--- config.mk ---
export PLATFORM = sky130hd
export DESIGN_NAME = lin_mode_power_sequencer
export DESIGN_NICKNAME = d
export VERILOG_FILES = /design/src/verilog/lin_seq_pkg.sv /design/src/verilog/lin_sat_counter.sv /design/src/verilog/lin_rx_filter.sv /design/src/verilog/lin_mode_power_sequencer.sv
export SDC_FILE = /design/constraint.sdc
export NUM_CORES = 1
export LEC_CHECK = 0
export CELL_PAD_IN_SITES_DETAIL_PLACEMENT = 2
export CELL_PAD_IN_SITES_GLOBAL_PLACEMENT = 2
export CORE_ASPECT_RATIO = 0.7
export CORE_MARGIN = 2
export CORE_UTILIZATION = 39
export DETAILED_ROUTE_END_ITERATION = 10
export DONT_BUFFER_PORTS = 1
export PLACE_DENSITY_LB_ADDON = 0.25
export SLEW_MARGIN = 15
export SYNTH_ARGS = -nofsm -noshare
export SYNTH_HDL_FRONTEND = slang
export SYNTH_SLANG_ARGS = --single-unit
--- constraint.sdc ---
create_clock -name clk -period 6.5 [get_ports clk]
set_clock_uncertainty 0.05 [all_clocks]
set_input_delay 1.3 -clock clk [delete_from_list [all_inputs] [get_ports clk]]
set_output_delay 1.3 -clock clk [all_outputs]
set_load 0.03 [all_outputs]
--- src/verilog/lin_seq_pkg.sv ---
// Package: modes, settings layout, timing constants for the LIN mode power sequencer.
// Assumes a 100 MHz system clock.
package lin_seq_pkg;
  localparam int unsigned CLK_MHZ = 100;
  // Fuse load access time in ns and its cycle count (least time, round up)
  localparam int unsigned T_LOAD_NS = 1000;
  localparam int unsigned T_LOAD_CYC = (T_LOAD_NS * CLK_MHZ + 999) / 1000;
  // Reset timeout options in microseconds (4, 8 default, 16, 32 ms)
  localparam int unsigned T_RES_4_US = 4000;
  localparam int unsigned T_RES_8_US = 8000;
  localparam int unsigned T_RES_16_US = 16000;
  localparam int unsigned T_RES_32_US = 32000;
  localparam int unsigned T_RES_4_CYC = T_RES_4_US * CLK_MHZ;
  localparam int unsigned T_RES_8_CYC = T_RES_8_US * CLK_MHZ;
  localparam int unsigned T_RES_16_CYC = T_RES_16_US * CLK_MHZ;
  localparam int unsigned T_RES_32_CYC = T_RES_32_US * CLK_MHZ;
  // Wake filter, debounce and standby hold defaults in ns
  localparam int unsigned T_WAKE_NS = 150000;
  localparam int unsigned T_WAKE_CYC = T_WAKE_NS * CLK_MHZ / 1000;
  localparam int unsigned T_DEB_NS = 500;
  localparam int unsigned T_DEB_CYC = T_DEB_NS * CLK_MHZ / 1000;
  localparam int unsigned T_STBY_NS = 10000;
  localparam int unsigned T_STBY_CYC = (T_STBY_NS * CLK_MHZ + 999) / 1000;
  // Settings word layout
  localparam int unsigned FUSE_W = 8;
  localparam int unsigned FLD_TRIM_LSB = 0;
  localparam int unsigned FLD_TRIM_W = 4;
  localparam int unsigned FLD_VTH_LSB = 4;
  localparam int unsigned FLD_VTH_W = 2;
  localparam int unsigned FLD_TRES_LSB = 6;
  localparam int unsigned FLD_TRES_W = 2;
  localparam logic [7:0] SETTINGS_RST = 8'h40;
  localparam logic [1:0] VTH_DEFAULT = 2'h1;
  localparam logic [1:0] TRES_4 = 2'h0;
  localparam logic [1:0] TRES_8 = 2'h1;
  localparam logic [1:0] TRES_16 = 2'h2;
  localparam logic [1:0] TRES_32 = 2'h3;
  // Power sequence states, Gray along the power-up path
  typedef enum logic [2:0] {
    SQ_OFF = 3'h0,
    SQ_LDO = 3'h1,
    SQ_FUSE = 3'h3,
    SQ_LATCH = 3'h2,
    SQ_TRES = 3'h6,
    SQ_NORMAL = 3'h7,
    SQ_STBY = 3'h5
  } seq_state_t;
endpackage

--- src/verilog/lin_sat_counter.sv ---
// Counter of consecutive cycles a level holds; flags when a limit is reached.
// Assumes synchronous inputs on clk.
`timescale 1ns/1ps
module lin_sat_counter #(
  parameter int unsigned W = 16
) (
  input wire logic clk,
  input wire logic nrst,
  input wire logic ce,
  input wire logic run,
  input wire logic [W-1:0] limit,
  output logic done
);
  logic [W-1:0] cnt_r;
  always_ff @(posedge clk or negedge nrst) begin
    if (!nrst) begin
      cnt_r <= '0;
    end else if (ce) begin
      if (!run) begin
        cnt_r <= '0;
      end else if (cnt_r != limit) begin
        cnt_r <= cnt_r + 1'b1;
      end
    end
  end
  assign done = run && (cnt_r == limit);
endmodule

--- src/verilog/lin_rx_filter.sv ---
// Receive debouncer: output follows bus only after a stable run.
// Assumes comparator outputs synchronous to clk.
`timescale 1ns/1ps
module lin_rx_filter #(
  parameter int unsigned W = 8
) (
  input wire logic clk,
  input wire logic nrst,
  input wire logic ce,
  input wire logic [W-1:0] deb_len,
  input wire logic bus_high,
  input wire logic bus_low,
  output logic rx_lvl
);
  logic cand_r;
  logic [W-1:0] cnt_r;
  logic level_r;
  logic target;
  // Hysteresis: only a clear threshold crossing changes the candidate
  always_comb begin
    target = cand_r;
    if (bus_low) begin
      target = 1'b0;
    end else if (bus_high) begin
      target = 1'b1;
    end
  end
  always_ff @(posedge clk or negedge nrst) begin
    if (!nrst) begin
      cand_r <= 1'b1;
      cnt_r <= '0;
      level_r <= 1'b1;
    end else if (ce) begin
      cand_r <= target;
      if (target != level_r && target == cand_r) begin
        if (cnt_r >= deb_len) begin
          level_r <= target;
          cnt_r <= '0;
        end else begin
          cnt_r <= cnt_r + 1'b1;
        end
      end else begin
        cnt_r <= '0;
      end
    end
  end
  assign rx_lvl = level_r;
endmodule

--- src/verilog/lin_mode_power_sequencer.sv ---
// Power-up sequencing, mode control, remote wake and LIN pin gating.
// Assumes all analog comparator levels arrive synchronous to clk.
//
// Behaviour
// Supply good releases reset, starts regulator, default threshold (code reloads SETTINGS_RST, whose threshold field is 0, not VTH_DEFAULT)
// VCC good gives fuse-load pulse, latches fuses
// Load strobe copies latch into settings register
// VCC good after load restarts reset timeout
// Reset held until timeout, then normal mode
// Low VCC: blocks on, bus released, VCC low
// Dominant bus for wake time wakes standby
// Low-power receiver sets remote wake flag
// Remote wake sets interrupt bit and pin
// Bus follows transmit input directly
// Thermal or supply reset forces recessive bus
// Open transmit input reads as high
// Bus passed to receive output, debounced
// Receive output with threshold hysteresis
// Enable falling edge with transmit high enters standby
// Enable rising edge returns to normal
// Standby request ignores bus state
// Open enable pin reads as low
// Enable tied high keeps normal mode
// Standby disables transceiver, divider, watchdogs
// Filters counted in clock cycles, parameterised
`timescale 1ns/1ps
module lin_mode_power_sequencer
  import lin_seq_pkg::*;
#(
  parameter int unsigned WAKE_CYC = lin_seq_pkg::T_WAKE_CYC,
  parameter int unsigned DEB_CYC = lin_seq_pkg::T_DEB_CYC,
  parameter int unsigned STBY_CYC = lin_seq_pkg::T_STBY_CYC,
  parameter int unsigned LOAD_CYC = lin_seq_pkg::T_LOAD_CYC,
  parameter int unsigned TRES4_CYC = lin_seq_pkg::T_RES_4_CYC,
  parameter int unsigned TRES8_CYC = lin_seq_pkg::T_RES_8_CYC,
  parameter int unsigned TRES16_CYC = lin_seq_pkg::T_RES_16_CYC,
  parameter int unsigned TRES32_CYC = lin_seq_pkg::T_RES_32_CYC
) (
  input wire logic clk,
  input wire logic nrst,
  input wire logic ce,
  input wire logic battery_supply_ok,
  input wire logic battery_supply_low,
  input wire logic vcc_ok,
  input wire logic thermal_shutdown,
  input wire logic [lin_seq_pkg::FUSE_W-1:0] fuse_data,
  input wire logic latch_to_shadow_load,
  input wire logic tx_in,
  input wire logic tx_connected,
  input wire logic en_in,
  input wire logic en_connected,
  input wire logic bus_above_upper,
  input wire logic bus_below_lower,
  input wire logic wake_irq_clear,
  output logic supply_reset_n,
  output logic ldo_enable,
  output logic vcc_pulldown,
  output logic fuse_load_por_n,
  output logic [lin_seq_pkg::FUSE_W-1:0] settings,
  output logic reset_n,
  output logic normal_mode,
  output logic standby_mode,
  output logic transceiver_en,
  output logic divider_en,
  output logic watchdog_en,
  output logic bus_drive_dominant,
  output logic bus_oe,
  output logic rx_out,
  output logic remote_wake_flag,
  output logic irq_wake_bit,
  output logic interrupt_out_n
);
  import lin_seq_pkg::*;

  ////////////////////////////////////////////////////////////////////////////
  // Pin conditioning
  logic tx_eff;
  logic en_eff;
  logic en_prev_r;
  logic en_fall;
  logic en_rise;
  assign tx_eff = tx_connected ? tx_in : 1'b1;
  assign en_eff = en_connected & en_in;
  assign en_fall = en_prev_r & ~en_eff;
  assign en_rise = ~en_prev_r & en_eff;

  ////////////////////////////////////////////////////////////////////////////
  // Sequencer state
  seq_state_t st_r;
  seq_state_t st_nxt;
  logic [31:0] tmr_r;
  logic stby_pend_r;
  logic [FUSE_W-1:0] latch_r;
  logic [FUSE_W-1:0] settings_r;
  logic wake_seen;
  logic stby_done;
  logic tres_done;
  logic [31:0] tres_len;

  function automatic logic [31:0] tres_cycles(input logic [1:0] sel);
    logic [31:0] r;
    r = 32'(TRES8_CYC);
    unique case (sel)
      TRES_4: r = 32'(TRES4_CYC);
      TRES_8: r = 32'(TRES8_CYC);
      TRES_16: r = 32'(TRES16_CYC);
      TRES_32: r = 32'(TRES32_CYC);
    endcase
    return r;
  endfunction

  assign tres_len = tres_cycles(settings_r[FLD_TRES_LSB +: FLD_TRES_W]);
  assign tres_done = (st_r == SQ_TRES) && (tmr_r >= tres_len);

  always_comb begin
    st_nxt = st_r;
    unique case (st_r)
      SQ_OFF: if (battery_supply_ok) st_nxt = SQ_LDO;
      SQ_LDO: if (vcc_ok) st_nxt = SQ_FUSE;
      SQ_FUSE: if (tmr_r >= 32'(LOAD_CYC)) st_nxt = SQ_LATCH;
      SQ_LATCH: if (latch_to_shadow_load && vcc_ok) st_nxt = SQ_TRES;
      SQ_TRES: begin
        if (!vcc_ok) st_nxt = SQ_LATCH;
        else if (tres_done) st_nxt = SQ_NORMAL;
      end
      SQ_NORMAL: begin
        if (!vcc_ok) st_nxt = SQ_LATCH;
        else if (stby_done) st_nxt = SQ_STBY;
      end
      SQ_STBY: begin
        if (!vcc_ok) st_nxt = SQ_LATCH;
        else if (en_rise || wake_seen) st_nxt = SQ_NORMAL;
      end
      default: st_nxt = SQ_OFF;
    endcase
    if (battery_supply_low) st_nxt = SQ_OFF;
  end

  always_ff @(posedge clk or negedge nrst) begin
    if (!nrst) begin
      st_r <= SQ_OFF;
      en_prev_r <= 1'b0;
    end else if (ce) begin
      st_r <= st_nxt;
      en_prev_r <= en_eff;
    end
  end

  // Shared timer for fuse access and reset timeout; restarts on state change
  always_ff @(posedge clk or negedge nrst) begin
    if (!nrst) begin
      tmr_r <= '0;
    end else if (ce) begin
      if (st_nxt != st_r) tmr_r <= '0;
      else if (tmr_r != 32'hffffffff) tmr_r <= tmr_r + 32'h1;
    end
  end

  // Fuse latch and settings register
  always_ff @(posedge clk or negedge nrst) begin
    if (!nrst) begin
      latch_r <= '0;
      settings_r <= SETTINGS_RST;
    end else if (ce) begin
      if (st_r == SQ_FUSE && st_nxt == SQ_LATCH) latch_r <= fuse_data;
      if (st_r == SQ_LATCH && latch_to_shadow_load) settings_r <= latch_r;
      if (st_nxt == SQ_OFF) settings_r <= SETTINGS_RST;
    end
  end

  ////////////////////////////////////////////////////////////////////////////
  // Standby request: enable falls, transmit stays high for the hold time
  always_ff @(posedge clk or negedge nrst) begin
    if (!nrst) begin
      stby_pend_r <= 1'b0;
    end else if (ce) begin
      if (st_r != SQ_NORMAL || en_eff || !tx_eff) stby_pend_r <= 1'b0;
      else if (en_fall) stby_pend_r <= 1'b1;
    end
  end

  lin_sat_counter #(.W(16)) u_stby_hold (
    .clk(clk),
    .nrst(nrst),
    .ce(ce),
    .run(stby_pend_r && tx_eff && !en_eff),
    .limit(16'(STBY_CYC)),
    .done(stby_done)
  );

  ////////////////////////////////////////////////////////////////////////////
  // Remote wake via low-power receiver
  lin_sat_counter #(.W(16)) u_wake_filt (
    .clk(clk),
    .nrst(nrst),
    .ce(ce),
    .run(st_r == SQ_STBY && bus_below_lower),
    .limit(16'(WAKE_CYC)),
    .done(wake_seen)
  );

  always_ff @(posedge clk or negedge nrst) begin
    if (!nrst) begin
      remote_wake_flag <= 1'b0;
      irq_wake_bit <= 1'b0;
      interrupt_out_n <= 1'b1;
    end else if (ce) begin
      if (wake_seen && st_r == SQ_STBY) begin
        remote_wake_flag <= 1'b1;
        irq_wake_bit <= 1'b1;
        interrupt_out_n <= 1'b0;
      end else if (wake_irq_clear) begin
        remote_wake_flag <= 1'b0;
        irq_wake_bit <= 1'b0;
        interrupt_out_n <= 1'b1;
      end
    end
  end

  ////////////////////////////////////////////////////////////////////////////
  // Receive path
  logic rx_lvl;
  lin_rx_filter #(.W(8)) u_rx (
    .clk(clk),
    .nrst(nrst),
    .ce(ce),
    .deb_len(8'(DEB_CYC)),
    .bus_high(bus_above_upper),
    .bus_low(bus_below_lower),
    .rx_lvl(rx_lvl)
  );

  ////////////////////////////////////////////////////////////////////////////
  // Registered outputs
  logic is_run;
  logic tx_block;
  assign is_run = (st_r == SQ_NORMAL);
  assign tx_block = thermal_shutdown || battery_supply_low;

  always_ff @(posedge clk or negedge nrst) begin
    if (!nrst) begin
      supply_reset_n <= 1'b0;
      ldo_enable <= 1'b0;
      vcc_pulldown <= 1'b1;
      fuse_load_por_n <= 1'b0;
      settings <= SETTINGS_RST;
      reset_n <= 1'b0;
      normal_mode <= 1'b0;
      standby_mode <= 1'b0;
      transceiver_en <= 1'b0;
      divider_en <= 1'b0;
      watchdog_en <= 1'b0;
      bus_drive_dominant <= 1'b0;
      bus_oe <= 1'b0;
      rx_out <= 1'b1;
    end else if (ce) begin
      supply_reset_n <= (st_nxt != SQ_OFF);
      ldo_enable <= (st_nxt != SQ_OFF);
      vcc_pulldown <= (st_nxt == SQ_OFF) || !vcc_ok;
      fuse_load_por_n <= (st_nxt != SQ_FUSE);
      settings <= settings_r;
      reset_n <= (st_nxt == SQ_NORMAL) || (st_nxt == SQ_STBY);
      normal_mode <= (st_nxt == SQ_NORMAL);
      standby_mode <= (st_nxt == SQ_STBY);
      transceiver_en <= (st_nxt != SQ_OFF) && (st_nxt != SQ_STBY);
      divider_en <= (st_nxt != SQ_OFF) && (st_nxt != SQ_STBY);
      watchdog_en <= (st_nxt == SQ_NORMAL);
      bus_drive_dominant <= is_run && !tx_block && !tx_eff;
      bus_oe <= is_run && !tx_block && !tx_eff;
      rx_out <= (st_r == SQ_OFF) ? 1'b1 : rx_lvl;
    end
  end

  ////////////////////////////////////////////////////////////////////////////
  // Assertions
  property p_tx_block;
    @(posedge clk) disable iff (!nrst)
    (ce && tx_block) |=> !bus_oe;
  endproperty
  a_tx_block: assert property (p_tx_block) else $error("bus driven while blocked");

  property p_tx_follow;
    @(posedge clk) disable iff (!nrst)
    (ce && is_run && !tx_block && !tx_eff) |=> bus_drive_dominant;
  endproperty
  a_tx_follow: assert property (p_tx_follow) else $error("tx low not driven");

  property p_open_tx;
    @(posedge clk) disable iff (!nrst)
    (ce && !tx_connected) |=> !bus_drive_dominant;
  endproperty
  a_open_tx: assert property (p_open_tx) else $error("open tx drove bus");

  property p_wake_irq;
    @(posedge clk) disable iff (!nrst)
    (ce && wake_seen && st_r == SQ_STBY) |=> (!interrupt_out_n && irq_wake_bit);
  endproperty
  a_wake_irq: assert property (p_wake_irq) else $error("wake without irq");

  property p_wake_norm;
    @(posedge clk) disable iff (!nrst)
    (ce && wake_seen && st_r == SQ_STBY && vcc_ok && !battery_supply_low)
      |=> normal_mode;
  endproperty
  a_wake_norm: assert property (p_wake_norm) else $error("wake not normal");

  property p_stby_off;
    @(posedge clk) disable iff (!nrst)
    standby_mode |-> (!transceiver_en && !divider_en && !watchdog_en);
  endproperty
  a_stby_off: assert property (p_stby_off) else $error("block on in standby");

  property p_reset_hold;
    @(posedge clk) disable iff (!nrst)
    (ce && st_r == SQ_TRES && !tres_done) |=> !reset_n;
  endproperty
  a_reset_hold: assert property (p_reset_hold) else $error("reset early");

  property p_en_high;
    @(posedge clk) disable iff (!nrst)
    (ce && en_eff && st_r == SQ_NORMAL) |=> st_r != SQ_STBY;
  endproperty
  a_en_high: assert property (p_en_high) else $error("standby with en high");

  property p_fuse_pulse;
    @(posedge clk) disable iff (!nrst)
    (ce && st_r == SQ_LDO && st_nxt == SQ_FUSE) |=> !fuse_load_por_n;
  endproperty
  a_fuse_pulse: assert property (p_fuse_pulse) else $error("no fuse pulse");

  property p_settings_load;
    @(posedge clk) disable iff (!nrst)
    (ce && st_r == SQ_LATCH && latch_to_shadow_load && !battery_supply_low)
      |=> (settings_r == latch_r);
  endproperty
  a_settings_load: assert property (p_settings_load) else $error("settings not loaded");

  property p_ce_hold;
    @(posedge clk) disable iff (!nrst)
    !ce |=> ($stable(st_r) && $stable(bus_oe) && $stable(reset_n) && $stable(settings_r));
  endproperty
  a_ce_hold: assert property (p_ce_hold) else $error("state moved with clock enable low");

  c_wake: cover property (@(posedge clk) disable iff (!nrst) wake_seen);
  c_stby: cover property (@(posedge clk) disable iff (!nrst) standby_mode);
  c_norm: cover property (@(posedge clk) disable iff (!nrst) normal_mode && bus_oe);
endmodule

==> impl_metrics.yaml <==
route:
  wl_per_cell_um: 21.93
  num_vias: 5383
  vias_per_cell: 5.902
  drtAntennaViolNets: 0
  drc: 0
  drt-initial-drc-count: 324
  routed_wl_um: 20000
  dr.pass1.iters: 6
worst_setup_path:
  cpLargestDelayFamily: "compound AO/OA/AOI/OAI gates"
  path_cells: "inv_1, ha_1, inv_1, ha_1, nand4_1, or4_1, nand3b_1, o2111ai_2, o2111a_2, nand3_4, o311ai_0"
  critical_path_arrival_ns: 4.71
  cp.buffers_inverters: 2
  required_ns: 6.73
  crit-reg2reg-launch: "settings_r[6]"
  setup.worst_path.end: "tmr_r[10]"
  criticalPathCategory: "reg2reg"
  critPathLaunch: "settings_r[6]"
  crit_cells: 11
  setup.worst_path.start_class: "register"
  max_stage_delay_ns: 0.72
  reg2reg_depth: 11
  rrSetupSlack_ns: 2.02
  endpoint_kind: "register"
  cpMaxStageDelayCell: "o2111a_2"
  critPathMaxFanout: 30
  r2r_end: "tmr_r[10]"
synthesis:
  yosysUniqueCellTypes: 63
  ys_ff_latch: 114
  syn_inst: 683
  synth_area_um2: 6506
  async_flop_share: 1.000
  synthTopCellsByArea: "dfrtp_1 (41%), ha_1 (5.2%), nor2_1 (4.2%)"
  avgSynthCellArea_um2: 9.526
  yosysMostFrequentCell: "dfrtp_1"
  seq_area_frac_synth: 0.4398
  ys_warn_count: 0
  synth.top_cell.area_share: 0.4115
  synth_area_leader_cell: "dfrtp_1"
  synth_nets: 733
  synth_top_cells_by_count: "dfrtp_1 (107), nor2_1 (72), nand2_1 (65)"
  synth_top_flop_cell: "dfrtp_1"
  synth_edf_count: 0
sta:
  fmax_mhz: 223.3
  final_max_slew_viol_count: 0
  fin_setup_tns_ns: 0
  rsz0062_at_grt: "false"
  timing.final.crit_share: 0.6891
  setup_ws_ns: 2.021
  tightestPinTransition_ns: 1.078
  setup_viol: 0
  slew_headroom: 0.2799
  hold_viol_final: 0
  period_needed_ns: 4.479
cells_and_area:
  final_util: 0.4443
  drive_above_1_share: 0.1150
  diodes: 0
  final_cells: 912
  fillers: 1750
  nets: 724
  area_delta_synth_final_pct: 11.29
power:
  finalPower_mw: 2.269
  ir_worst_vdd_v: 0.0001394
  powerDensity_nw_per_um2: 313.3
  p_leak_nw: 3.050
floorplanning:
  die_height_um: 112.1
  die_w_um: 158.4
  rows: 39
  die-area_um2: 17750
  initial_core_util: 0.3992
  ios: 47
  core-area_um2: 16300
run_status:
  status: "completed"
global_routing:
  grt_max_degree: 115
  grt-ovfl-total: 0
  grt_antenna_before_repair: 0
  grt_first_pass_wirelength_um: 33280
  grt_use_total: 0.2424
  grt_pass1_vias: 5998
clock_tree:
  cts_buffers: 17
  cts_max_path_buffers: 2
  cts_resized: 0
  clk_latency_ns: 0.43
  htreeDepth: 4
  holdBufCountCts: 0
  cts.clk_slew.worst_paths_ns: 0.06
  clock-sinks: 114
  cts_setup_buffers: 0
  cts_tree: "yes"
  cts_root_buf: "clkbuf_16"
placement:
  dp.cells: 880
  gp_congestion: 0.8185
  numPortBuffers: 0
  dpl_worst_slack_ns: 2.141
  dp_hpwl_um: 13290
flow_run:
  cap_viol_max_count: 0
worst_hold_path:
  min_path_type: "reg2reg"
[power breakdown]
part	switching, mW	internal, mW
logic	0.226	0.153
registers	0.159	0.784
clock network	0.369	0.578
total	0.754	1.51
[through the flow]
stage | hold slack (ns) | cell area (µm²)
final | 0.4594 | 7241
after global routing | 0.4747 | 7241
after CTS | 0.4651 | 7241
after detailed placement | 0.4481 | 6646
after global placement | 0.4337 | 6640
after floorplan | 0.4165 | 6506
[worst min-delay path by stage]
stage                   from       endpoint  slack, ns  cells past startpoint
2_1_floorplan      en_prev_r      en_prev_r       0.42                      2
3_3_place_gp   u_rx.cnt_r[7]  u_rx.cnt_r[7]       0.43                      2
3_5_place_dp      latch_r[1]     latch_r[1]       0.45                      1
4_1_cts           latch_r[6]     latch_r[6]       0.47                      1
5_1_grt           latch_r[6]     latch_r[6]       0.47                      1
6_report          latch_r[6]     latch_r[6]       0.46                      1
[cell type report]
| class | instances | area, µm² | share of cell area |
|---|---|---|---|
| Clock buffer | 18 | 439.2 | 0.06065 |
| Clock inverter | 14 | 155.1 | 0.02143 |
| Inverter | 35 | 131.4 | 0.01814 |
| Multi-Input combinational cell | 504 | 3357 | 0.4636 |
| Sequential cell | 114 | 2861 | 0.3952 |
| Tap cell | 225 | 281.5 | 0.03888 |
| Timing Repair Buffer | 2 | 15.01 | 0.002074 |
[registers in the layout, summed over array words and instances (netlist names), 3 cells and up]
| register | flops |
|---|---|
| latch_r | 8 |
| settings | 8 |
| settings_r | 8 |
| st_r | 3 |
| tmr_r | 32 |
| u_rx.cnt_r | 8 |
| u_stby_hold.cnt_r | 16 |
| u_wake_filt.cnt_r | 16 |
[metal layers]
metal,part of all wire,GRT usage,vias to the layer above
met5,0,0,-
met4,0.0096,0.05766,0
met3,0.037,0.06602,15
met2,0.48,0.3826,81
met1,0.48,0.3330,2816
li1,-,-,2471
[kinds of logic (layout without fill, tap and decap cells)]
logic type | count (synthesis) | count (layout) | share of synthesized area
DFF | 114 | 114 | 0.4398
muxes | 28 | 28 | 0.04635
and+or+nand+nor | 301 | 301 | 0.2377
adders and majority gates | 27 | 27 | 0.05192
buffers and inverters | 65 | 69 | 0.04519
AOI/OAI and AO/OA | 120 | 120 | 0.1413
xor gates and xnor gates | 28 | 28 | 0.03769
[layout by cell type, fill, tap and decap left out, drive strengths merged, types with 12 or more instances in the layout]
| master | count |
|---|---|
| o21ai | 28 |
| nand3 | 36 |
| a21oi | 15 |
| mux2 | 17 |
| and3 | 12 |
| inv | 37 |
| ha | 27 |
| xor2 | 20 |
| o311ai | 16 |
| nor4 | 13 |
| nand2 | 65 |
| nor2 | 72 |
| clkbuf | 18 |
| dfrtp | 107 |
| nand4 | 41 |
Power figures use the tool's default switching activity.
